**src/verilog/cte_pkg.sv**
```systemverilog
// Purpose: Shared constants of the timer event and output control block
// Assumes: 8-bit byte address, 32-bit register data
// Notes: Each register sits at its own byte offset on the bus

package cte_pkg;

  // ==========================================================
  // Sizes
  localparam int NUM_WO = 8;
  localparam int NUM_CH = 4;
  localparam int ADDR_W = 8;
  localparam int DATA_W = 32;
  localparam int DBG_W = 8;
  localparam int STS_W = 3;

  // ==========================================================
  // Register indices and byte addresses
  localparam logic [ADDR_W-1:0] IDX_DRV = 8'h18;
  localparam logic [ADDR_W-1:0] IDX_DBG = 8'h1E;
  localparam logic [ADDR_W-1:0] IDX_EV = 8'h20;
  localparam logic [ADDR_W-1:0] IDX_IEC = 8'h24;
  localparam logic [ADDR_W-1:0] IDX_IES = 8'h28;
  localparam logic [ADDR_W-1:0] IDX_STS = 8'h2C;
  localparam logic [ADDR_W-1:0] ADDR_DRV = IDX_DRV;
  localparam logic [ADDR_W-1:0] ADDR_DBG = IDX_DBG;
  localparam logic [ADDR_W-1:0] ADDR_EV = IDX_EV;
  localparam logic [ADDR_W-1:0] ADDR_IEC = IDX_IEC;
  localparam logic [ADDR_W-1:0] ADDR_IES = IDX_IES;
  localparam logic [ADDR_W-1:0] ADDR_STS = IDX_STS;

  // ==========================================================
  // Reset values and writable masks
  localparam logic [DATA_W-1:0] DRV_RST = 32'h0000_0000;
  localparam logic [DBG_W-1:0] DBG_RST = 8'h00;
  localparam logic [DBG_W-1:0] DBG_MASK = 8'h05;
  localparam logic [DATA_W-1:0] EV_RST = 32'h0000_0000;
  localparam logic [DATA_W-1:0] EV_MASK = 32'h0F0F_F7FF;
  localparam logic [DATA_W-1:0] IEN_RST = 32'h0000_0000;
  localparam logic [DATA_W-1:0] IEN_MASK = 32'h000F_FC0F;
  localparam logic [STS_W-1:0] STS_RST = 3'h0;

  // ==========================================================
  // Field positions
  localparam int DRV_NRE_LSB = 0;
  localparam int DRV_NRV_LSB = 8;
  localparam int DRV_INV_LSB = 16;
  localparam int DBG_RUN_BIT = 0;
  localparam int DBG_FDD_BIT = 2;
  localparam int EV_ACT0_LSB = 0;
  localparam int EV_ACT1_LSB = 3;
  localparam int EV_SEL_LSB = 6;
  localparam int EV_OVF_BIT = 8;
  localparam int EV_TRG_BIT = 9;
  localparam int EV_CNT_BIT = 10;
  localparam int EV_INV_LSB = 12;
  localparam int EV_TEI_LSB = 14;
  localparam int EV_CHANNEL_EVENT_IN_ENABLE_LSB = 16;
  localparam int EV_CHANNEL_EVENT_OUT_ENABLE_LSB = 24;
  localparam int IEN_MC_LSB = 16;
  localparam int IEN_FLT0_BIT = 14;
  localparam int IEN_FLT1_BIT = 15;
  localparam int STS_FLT0_BIT = 0;
  localparam int STS_FLT1_BIT = 1;
  localparam int STS_DFLT_BIT = 2;

  // ==========================================================
  // Event actions and cycle points
  localparam logic [2:0] ACT_OFF = 3'h0;
  localparam logic [2:0] ACT_RETRIG = 3'h1;
  localparam logic [2:0] ACT0_COUNT_ON_EVENT = 3'h2;
  localparam logic [2:0] ACT0_START = 3'h3;
  localparam logic [2:0] ACT0_INC = 3'h4;
  localparam logic [2:0] ACT0_COUNT = 3'h5;
  localparam logic [2:0] ACT1_DIR = 3'h2;
  localparam logic [2:0] ACT1_STOP = 3'h3;
  localparam logic [2:0] ACT1_DEC = 3'h4;
  localparam logic [2:0] ACT1_PPW = 3'h5;
  localparam logic [2:0] ACT1_PWP = 3'h6;
  localparam logic [2:0] ACT_FAULT = 3'h7;
  localparam logic [1:0] SEL_BEGIN = 2'h0;
  localparam logic [1:0] SEL_END = 2'h1;
  localparam logic [1:0] SEL_BETWEEN = 2'h2;
  localparam logic [1:0] SEL_BOUNDARY = 2'h3;

endpackage

```
**src/verilog/cte_wave_if.sv**
```systemverilog
// Purpose: Carries waveform data and fault override to the output stage
// Assumes: One clock domain
// Notes: Pin level and enable return registered

`timescale 1ns/1ps

interface cte_wave_if;
  import cte_pkg::*;
  logic [NUM_WO-1:0] wave;
  logic [NUM_WO-1:0] invert;
  logic [NUM_WO-1:0] fault_val;
  logic [NUM_WO-1:0] fault_ovr;
  logic fault;
  logic [NUM_WO-1:0] pin;
  logic [NUM_WO-1:0] pin_oe;
  modport ctl (output wave, invert, fault_val, fault_ovr, fault,
               input pin, pin_oe);
  modport stage (input wave, invert, fault_val, fault_ovr, fault,
                 output pin, pin_oe);
endinterface

```
**src/verilog/cte_out_stage.sv**
```systemverilog
// Purpose: Waveform output inversion and fault override stage
// Assumes: Fault level is already latched upstream
// Notes: One cycle of latency from waveform to pin

`timescale 1ns/1ps

module cte_out_stage
  import cte_pkg::*;
(
  // Clock and reset
  input wire logic i_sys_clk,
  input wire logic i_rst,
  // Waveform carrier
  cte_wave_if.stage wif
);

  // ==========================================================
  // Output selection
  logic [NUM_WO-1:0] next_pin;
  logic [NUM_WO-1:0] next_oe;

  assign next_pin = wif.fault ? wif.fault_val
                              : (wif.wave ^ wif.invert);
  // Without override a fault floats the pin
  assign next_oe = wif.fault ? wif.fault_ovr : {NUM_WO{1'b1}};

  always_ff @(posedge i_sys_clk) begin
    if (i_rst) begin
      wif.pin <= '0;
      wif.pin_oe <= '0;
    end else begin
      wif.pin <= next_pin;
      wif.pin_oe <= next_oe;
    end
  end
endmodule

```
**src/verilog/cte_event_ctrl.sv**
```systemverilog
// Purpose: Event, debug, driver and interrupt-enable control of a timer
// Assumes: Counter core supplies cycle, wrap, retrigger and match strobes
// Notes: Fault flags latch until cleared by software or soft reset
//
// Contract
// - Invert bit flips each waveform output
// - Fault drives enabled outputs to fault value
// - Override off tri-states, on forces value
// - Debug halt with fault enable raises fault
// - Timer halts in debug unless run set
// - Debug bits survive soft reset
// - Channel match emits event when enabled
// - Channel input events gated by enable
// - Timer event inputs ignored unless enabled
// - Invert bit inverts timer event input
// - Cycle event emitted only when enabled
// - Retrigger event emitted when enabled
// - Wrap event on top or zero
// - Cycle select picks begin, end, between, boundary
// - Input one action decode
// - Input zero action decode
// - Clear register disables channel interrupts
// - Clear register disables fault interrupts
// - Set and clear share one enable

`timescale 1ns/1ps

module cte_event_ctrl
  import cte_pkg::*;
(
  // Clock and reset
  input wire logic i_sys_clk,
  input wire logic i_rst,
  input wire logic i_soft_reset,
  // Register port
  input wire logic [ADDR_W-1:0] i_addr,
  input wire logic [DATA_W-1:0] i_wdata,
  input wire logic i_wr,
  input wire logic i_rd,
  output logic [DATA_W-1:0] o_rdata,
  // Protection
  input wire logic i_wr_protect,
  input wire logic i_timer_enabled,
  // Debug
  input wire logic i_debug_halt,
  output logic o_timer_halt,
  // Event inputs
  input wire logic [1:0] i_tev,
  input wire logic [NUM_CH-1:0] i_ch_ev_in,
  output logic [NUM_CH-1:0] o_ch_ev_accept,
  // Counter status
  input wire logic i_cyc_begin,
  input wire logic i_cyc_end,
  input wire logic i_first_cycle,
  input wire logic i_last_cycle,
  input wire logic i_retrigger,
  input wire logic i_wrap,
  input wire logic [NUM_CH-1:0] i_cc_match,
  // Event outputs
  output logic o_cycle_ev,
  output logic o_cycle_point,
  output logic o_retrig_ev,
  output logic o_wrap_ev,
  output logic [NUM_CH-1:0] o_ch_ev_out,
  // Counter commands
  output logic o_cmd_retrigger,
  output logic o_cmd_start,
  output logic o_cmd_stop,
  output logic o_cmd_count_event,
  output logic o_cmd_count_gate,
  output logic o_cmd_step_up,
  output logic o_cmd_step_down,
  output logic o_cmd_dir_down,
  output logic o_cmd_ppw,
  output logic o_cmd_pwp,
  // Fault and interrupt enables
  output logic o_fault_state,
  output logic [DATA_W-1:0] o_irq_enable,
  // Waveform outputs
  input wire logic [NUM_WO-1:0] i_wave,
  output logic [NUM_WO-1:0] o_wave,
  output logic [NUM_WO-1:0] o_wave_oe
);

  // ==========================================================
  // Helpers
  function automatic logic ev_cond(input logic raw, input logic inv,
                                   input logic en);
    return en & (raw ^ inv);
  endfunction

  // ==========================================================
  // Registers
  logic [DATA_W-1:0] drv;
  logic [DBG_W-1:0] dbg;
  logic [DATA_W-1:0] ev;
  logic [DATA_W-1:0] ien;
  logic [STS_W-1:0] sts;

  // ==========================================================
  // Address decode and write qualification
  logic sel_drv, sel_dbg, sel_ev, sel_iec, sel_ies, sel_sts;
  logic wr_ok, ep_ok;

  assign sel_drv = i_addr == ADDR_DRV;
  assign sel_dbg = i_addr == ADDR_DBG;
  assign sel_ev = i_addr == ADDR_EV;
  assign sel_iec = i_addr == ADDR_IEC;
  assign sel_ies = i_addr == ADDR_IES;
  assign sel_sts = i_addr == ADDR_STS;
  assign wr_ok = i_wr && !i_wr_protect;
  // Enable-protected registers also lock while the timer runs
  assign ep_ok = wr_ok && !i_timer_enabled;

  // ==========================================================
  // Field views
  logic [2:0] act0, act1;
  logic [1:0] cyc_sel;
  logic [NUM_CH-1:0] channel_event_in_enable, channel_event_out_enable;
  logic tev0, tev1;

  assign act0 = ev[EV_ACT0_LSB +: 3];
  assign act1 = ev[EV_ACT1_LSB +: 3];
  assign cyc_sel = ev[EV_SEL_LSB +: 2];
  assign channel_event_in_enable = ev[EV_CHANNEL_EVENT_IN_ENABLE_LSB +: NUM_CH];
  assign channel_event_out_enable = ev[EV_CHANNEL_EVENT_OUT_ENABLE_LSB +: NUM_CH];
  assign tev0 = ev_cond(i_tev[0], ev[EV_INV_LSB],
                        ev[EV_TEI_LSB]);
  assign tev1 = ev_cond(i_tev[1], ev[EV_INV_LSB+1],
                        ev[EV_TEI_LSB+1]);

  // ==========================================================
  // Next register values
  logic [DATA_W-1:0] next_drv, next_ev, next_ien, ien_set, ien_clr;
  logic [DBG_W-1:0] next_dbg;
  logic [STS_W-1:0] next_sts, sts_set, sts_clr;

  assign next_drv = (ep_ok && sel_drv) ? i_wdata : drv;
  assign next_ev = (ep_ok && sel_ev) ? (i_wdata & EV_MASK) : ev;
  assign next_dbg = (wr_ok && sel_dbg) ? (i_wdata[DBG_W-1:0] & DBG_MASK)
                                       : dbg;
  assign ien_set = (wr_ok && sel_ies) ? (i_wdata & IEN_MASK) : '0;
  assign ien_clr = (wr_ok && sel_iec) ? (i_wdata & IEN_MASK) : '0;
  // One enable state behind both views
  assign next_ien = (ien | ien_set) & ~ien_clr;
  assign sts_set[STS_FLT0_BIT] = tev0 && act0 == ACT_FAULT;
  assign sts_set[STS_FLT1_BIT] = tev1 && act1 == ACT_FAULT;
  assign sts_set[STS_DFLT_BIT] = i_debug_halt && dbg[DBG_FDD_BIT];
  assign sts_clr = (wr_ok && sel_sts) ? i_wdata[STS_W-1:0] : '0;
  // A fault arriving with its clear is kept
  assign next_sts = (sts & ~sts_clr) | sts_set;

  always_ff @(posedge i_sys_clk) begin
    if (i_rst) begin
      dbg <= DBG_RST;
    end else begin
      dbg <= next_dbg;
    end
  end

  always_ff @(posedge i_sys_clk) begin
    if (i_rst || i_soft_reset) begin
      drv <= DRV_RST;
      ev <= EV_RST;
      ien <= IEN_RST;
      sts <= STS_RST;
    end else begin
      drv <= next_drv;
      ev <= next_ev;
      ien <= next_ien;
      sts <= next_sts;
    end
  end

  // ==========================================================
  // Event outputs and commands
  logic cyc_point;
  logic [2:0] next_misc;
  logic [9:0] next_cmd;

  always_comb begin
    if (cyc_sel == SEL_BEGIN) begin
      cyc_point = i_cyc_begin;
    end else if (cyc_sel == SEL_END) begin
      cyc_point = i_cyc_end;
    end else if (cyc_sel == SEL_BETWEEN) begin
      cyc_point = i_cyc_end && !i_last_cycle;
    end else begin
      cyc_point = (i_cyc_begin && i_first_cycle) ||
                  (i_cyc_end && i_last_cycle);
    end
  end

  assign next_misc[0] = cyc_point && ev[EV_CNT_BIT];
  assign next_misc[1] = i_retrigger && ev[EV_TRG_BIT];
  assign next_misc[2] = i_wrap && ev[EV_OVF_BIT];
  assign next_cmd[0] = (tev0 && act0 == ACT_RETRIG) ||
                       (tev1 && act1 == ACT_RETRIG);
  assign next_cmd[1] = tev0 && act0 == ACT0_START;
  assign next_cmd[2] = tev1 && act1 == ACT1_STOP;
  assign next_cmd[3] = tev0 && act0 == ACT0_COUNT_ON_EVENT;
  // Gate follows the live input level
  assign next_cmd[4] = tev0 && act0 == ACT0_COUNT;
  assign next_cmd[5] = tev0 && act0 == ACT0_INC;
  assign next_cmd[6] = tev1 && act1 == ACT1_DEC;
  assign next_cmd[7] = tev1 && act1 == ACT1_DIR;
  assign next_cmd[8] = tev1 && act1 == ACT1_PPW;
  assign next_cmd[9] = tev1 && act1 == ACT1_PWP;

  always_ff @(posedge i_sys_clk) begin
    if (i_rst) begin
      {o_wrap_ev, o_retrig_ev, o_cycle_ev} <= '0;
      {o_cmd_pwp, o_cmd_ppw, o_cmd_dir_down, o_cmd_step_down,
       o_cmd_step_up, o_cmd_count_gate, o_cmd_count_event,
       o_cmd_stop, o_cmd_start, o_cmd_retrigger} <= '0;
      o_cycle_point <= 1'b0;
      o_ch_ev_out <= '0;
      o_ch_ev_accept <= '0;
      o_timer_halt <= 1'b0;
    end else begin
      {o_wrap_ev, o_retrig_ev, o_cycle_ev} <= next_misc;
      {o_cmd_pwp, o_cmd_ppw, o_cmd_dir_down, o_cmd_step_down,
       o_cmd_step_up, o_cmd_count_gate, o_cmd_count_event,
       o_cmd_stop, o_cmd_start, o_cmd_retrigger} <= next_cmd;
      o_cycle_point <= cyc_point;
      o_ch_ev_out <= i_cc_match & channel_event_out_enable;
      o_ch_ev_accept <= i_ch_ev_in & channel_event_in_enable;
      o_timer_halt <= i_debug_halt && !dbg[DBG_RUN_BIT];
    end
  end

  assign o_fault_state = |sts;
  assign o_irq_enable = ien;

  // ==========================================================
  // Read-back, data one cycle after the strobe
  logic [DATA_W-1:0] rd_mux;

  always_comb begin
    if (!i_rd) begin
      rd_mux = '0;
    end else if (sel_drv) begin
      rd_mux = drv;
    end else if (sel_dbg) begin
      rd_mux = {{(DATA_W-DBG_W){1'b0}}, dbg};
    end else if (sel_ev) begin
      rd_mux = ev;
    end else if (sel_iec || sel_ies) begin
      rd_mux = ien;
    end else if (sel_sts) begin
      rd_mux = {{(DATA_W-STS_W){1'b0}}, sts};
    end else begin
      rd_mux = '0;
    end
  end

  always_ff @(posedge i_sys_clk) begin
    if (i_rst) begin
      o_rdata <= '0;
    end else begin
      o_rdata <= rd_mux;
    end
  end

  // ==========================================================
  // Output stage
  cte_wave_if wif ();

  assign wif.wave = i_wave;
  assign wif.invert = drv[DRV_INV_LSB +: NUM_WO];
  assign wif.fault_val = drv[DRV_NRV_LSB +: NUM_WO];
  assign wif.fault_ovr = drv[DRV_NRE_LSB +: NUM_WO];
  assign wif.fault = o_fault_state;
  assign o_wave = wif.pin;
  assign o_wave_oe = wif.pin_oe;

  cte_out_stage u_stage (
    .i_sys_clk (i_sys_clk),
    .i_rst (i_rst),
    .wif (wif.stage)
  );
endmodule

```
**config.mk**
```make
export PLATFORM = sky130hd
export DESIGN_NAME = cte_event_ctrl
export DESIGN_NICKNAME = d
export VERILOG_FILES = /design/src/verilog/cte_pkg.sv /design/src/verilog/cte_wave_if.sv /design/src/verilog/cte_out_stage.sv /design/src/verilog/cte_event_ctrl.sv
export SDC_FILE = /design/constraint.sdc
export NUM_CORES = 1
export LEC_CHECK = 0
export ABC_AREA = 0
export ABC_CLOCK_PERIOD_IN_PS = 1600
export BUFFER_PORTS_ARGS = -buffer_cell sky130_fd_sc_hd__buf_2
export CAP_MARGIN = 20
export CORE_MARGIN = 5
export CORE_UTILIZATION = 40
export DETAILED_ROUTE_END_ITERATION = 10
export PLACE_DENSITY = 0.65
export SETUP_SLACK_MARGIN = 0.2
export SLEW_MARGIN = 10
export SYNTH_ARGS = -nofsm -noshare
export SYNTH_HDL_FRONTEND = slang
export SYNTH_SLANG_ARGS = --single-unit
```
**constraint.sdc**
```tcl
create_clock -name i_sys_clk -period 1.6 [get_ports i_sys_clk]
set_input_delay 0.16 -clock i_sys_clk [delete_from_list [all_inputs] [get_ports i_sys_clk]]
set_output_delay 0.16 -clock i_sys_clk [all_outputs]
set_load 0.03 [all_outputs]
```
==> results.toml <==
[run_status]
outcome = "finished, final reports clean"

[timing]
finClkSkew_ns = 0.005854
finalHoldViolCount = 0
highest_achievable_clock_rate_ghz = 0.6853
setup_violations_final = 0
rsz0062_at_grt = "yes"
holdWs_ns = 0.02142
timing_max_transition_violations_final = 0
layout_min_cycle_time_ns = 1.459
timing.final.ws_setup_ns = 0.1408
tns_ns = 0
finalCritPeriodShare_pct = 91.20

[logic_synthesis]
ys.warnings.count = 0
post_synth.cell_area_avg_um2 = 9.508
synthesis.instances = 584
sequential_share_of_the_synthesized_area_pct = 52.28
synthesis.area_um2 = 5553
ys_async_sr_fraction_pct = 0
synth_enable_flop_cells = 0
ys_ff_latch = 145
ys.flop_type = "dfxtp_1"
synth.lib_cells_used.distinct = 42

[critical_path]
setup.worst_path.start_class = "flop"
critical_path.endpoint_type = "output port"
cp.required_ns = 1.44
worst-path-max-fanout = 3
crit_type = "reg -> out"
critical_path_arrival_ns = 1.30

[route]
remaining_drc_errors = 0
routed-via-count = 4882
drt-pass1-iter-count = 5
first_iter_violations = 278
routed_wirelength_mm = 16.47
routed_wire_length_per_instance_um = 16.87
antenna_violating_nets_post_route = 0
vias_per_cell = 5.002

[clock_tree]
worst_path_clk_slew_ns = 0.06
htree_num_levels = 4
root_buffer = "clkbuf_16"
clock_network_latency_to_the_later_pin_of_the_worst_skew_pair_ns = 0.41
cts_max_path_buffers = 2
clock_tree_from_tritoncts = "built"
tritoncts.num_buffers = 17
clock_sink_count = 145

[final_layout]
mostFrequentLayoutCell = "buf_2"
n_antenna_cell = 0
fillers = 1248
layout.cells.most_common_list = "buf_2 (156), dfxtp_1 (141), nand2_1 (87), nor2_1 (65), a21oi_1 (47)"
final_cells = 976
syn_to_final_growth_pct = 35.78
multiInputGateArea_um2 = 2409
seq_area_um2 = 2913
finish.net_count = 856
drive_above_1_share_pct = 29.77
final_cell_area_um2 = 7540

[grt]
grt_pass1_vias = 4879
grt_max_degree = 39
globalRouteOverflowTotal = 0
grt_pass1_wl_mm = 25.25
globalRouteTotalUtil_pct = 19.88
number_of_antenna_violations_at_the_first_check_in_global_routing = 0

[floorplanning]
rows = 43
num_io_pins = 176
die_area_um2 = 16340
chipHeight_um = 127.8
core_area_um2 = 13770
die_width_um = 127.8
initial_core_utilization_pct = 40.32

[power_and_ir_drop]
power_per_cell_area_nw_per_um2 = 1043
ir_drop_uv = 750.2
power.leakage_uw = 0.003372

[placement]
gp_congestion = 0.8347
preCtsSetupSlack_ns = 0.07124
placed_cell_count = 905
detailed_place_hpwl_mm = 11.44
number_of_buffers_inserted_by_port_buffering = 157
post_dp_cell_area_um2 = 6553

[hold_path]
hold_path.class = "in -> reg"

[flow_run]
timing.max_cap.violations = 0
area by class of cell:
cell class / instances / share of cell area (%)
Clock buffer: 25 / 6.572
Sequential cell: 145 / 38.63
Tap cell: 180 / 2.987
Clock inverter: 6 / 0.7302
Multi-Input combinational cell: 396 / 31.94
Inverter: 3 / 0.1494
Timing Repair Buffer: 221 / 18.98
worst max-delay path, cell delays in order (launching register included):
cell and delay [ns]:
dfxtp_2 0.34, nor3_4 0.24, buf_6 0.14, inv_2 0.03, buf_6 0.12
final timing paths:
check	cells after the start	slack, ns	start	to
worst max-delay path	4	0.14	sts[0]$_SDFF_PP0_	o_fault_state
worst min register to register	2	0.45	ev[16]$_SDFFE_PP0P_	o_ch_ev_accept[0]$_SDFF_PP0_
worst max register to register	5	0.24	sts[0]$_SDFF_PP0_	u_stage.wif.pin[5]$_SDFF_PP0_
worst min-delay path	3	0.02	i_wdata[24]	ev[24]$_SDFFE_PP0P_
state kept, by name, indices dropped and copies added (netlist names), 3 cells and up:
name and count:
drv 32, o_rdata 32, ev 23, o_irq_enable 14, u_stage.wif.pin 8, u_stage.wif.pin_oe 8, o_ch_ev_accept 4, o_ch_ev_out 4
sts 3
repair_timing:
action	in CTS	in global routing
setup endpoints to repair	3	7
gates resized for setup	8	6
pin swaps	1	2
hold buffers	37	0
buffers inserted	2	1
endpoints found under the hold margin	41	0
cloned	0	0
through the flow:
step	utilization (%)	total power (uW)
4_1_cts	54.53	7918
5_1_grt	54.74	8130
6_report	54.74	7862
2_1_floorplan	-	3985
3_5_place_dp	47.57	4160
3_3_place_gp	47.57	4152
where the power goes:
part	total (uW)	switching [uW]	leakage, uW	internal, uW
sequential	3640	6.70	0.00118	3630
clock	3700	1420	0.000277	2280
combinational	521	313	0.00192	208
total	7860	1740	0.00337	6120
logic make-up (layout without fill, tap and decap cells):
logic type	Yosys count	count (layout)	synth area share, %
DFF	145	145	52.28
AOI/OAI and AO/OA	114	114	14.42
muxes	42	42	7.571
buffers and inverters	60	255	6.174
other	1	18	0.06753
and+or+nand+nor	211	211	17.76
xor gates and xnor gates	11	11	1.735
layer usage:
layer	wire length (um)	GRT usage, %	vias up
met5	0	0	-
met2	8097	34.13	189
met1	6993	24.24	2294
met3	1064	4.917	23
met4	309	6.991	0
li1	-	-	2376
synth_stat cells (11+ instances only):
cell type,instances,area [um2]
dfxtp_1,145,2903
nand2_1,87,326.6
nor2_1,66,247.7
a21oi_1,47,235.2
mux2i_1,42,420.4
buf_4,21,157.7
clkbuf_1,19,71.32
a211oi_1,14,105.1
o21ai_0,14,70.07
buf_2,13,65.06
a22o_1,11,96.34
a32o_1,11,110.1
and2_1,11,68.82
No activity file was read; power rests on OpenSTA's default activity.
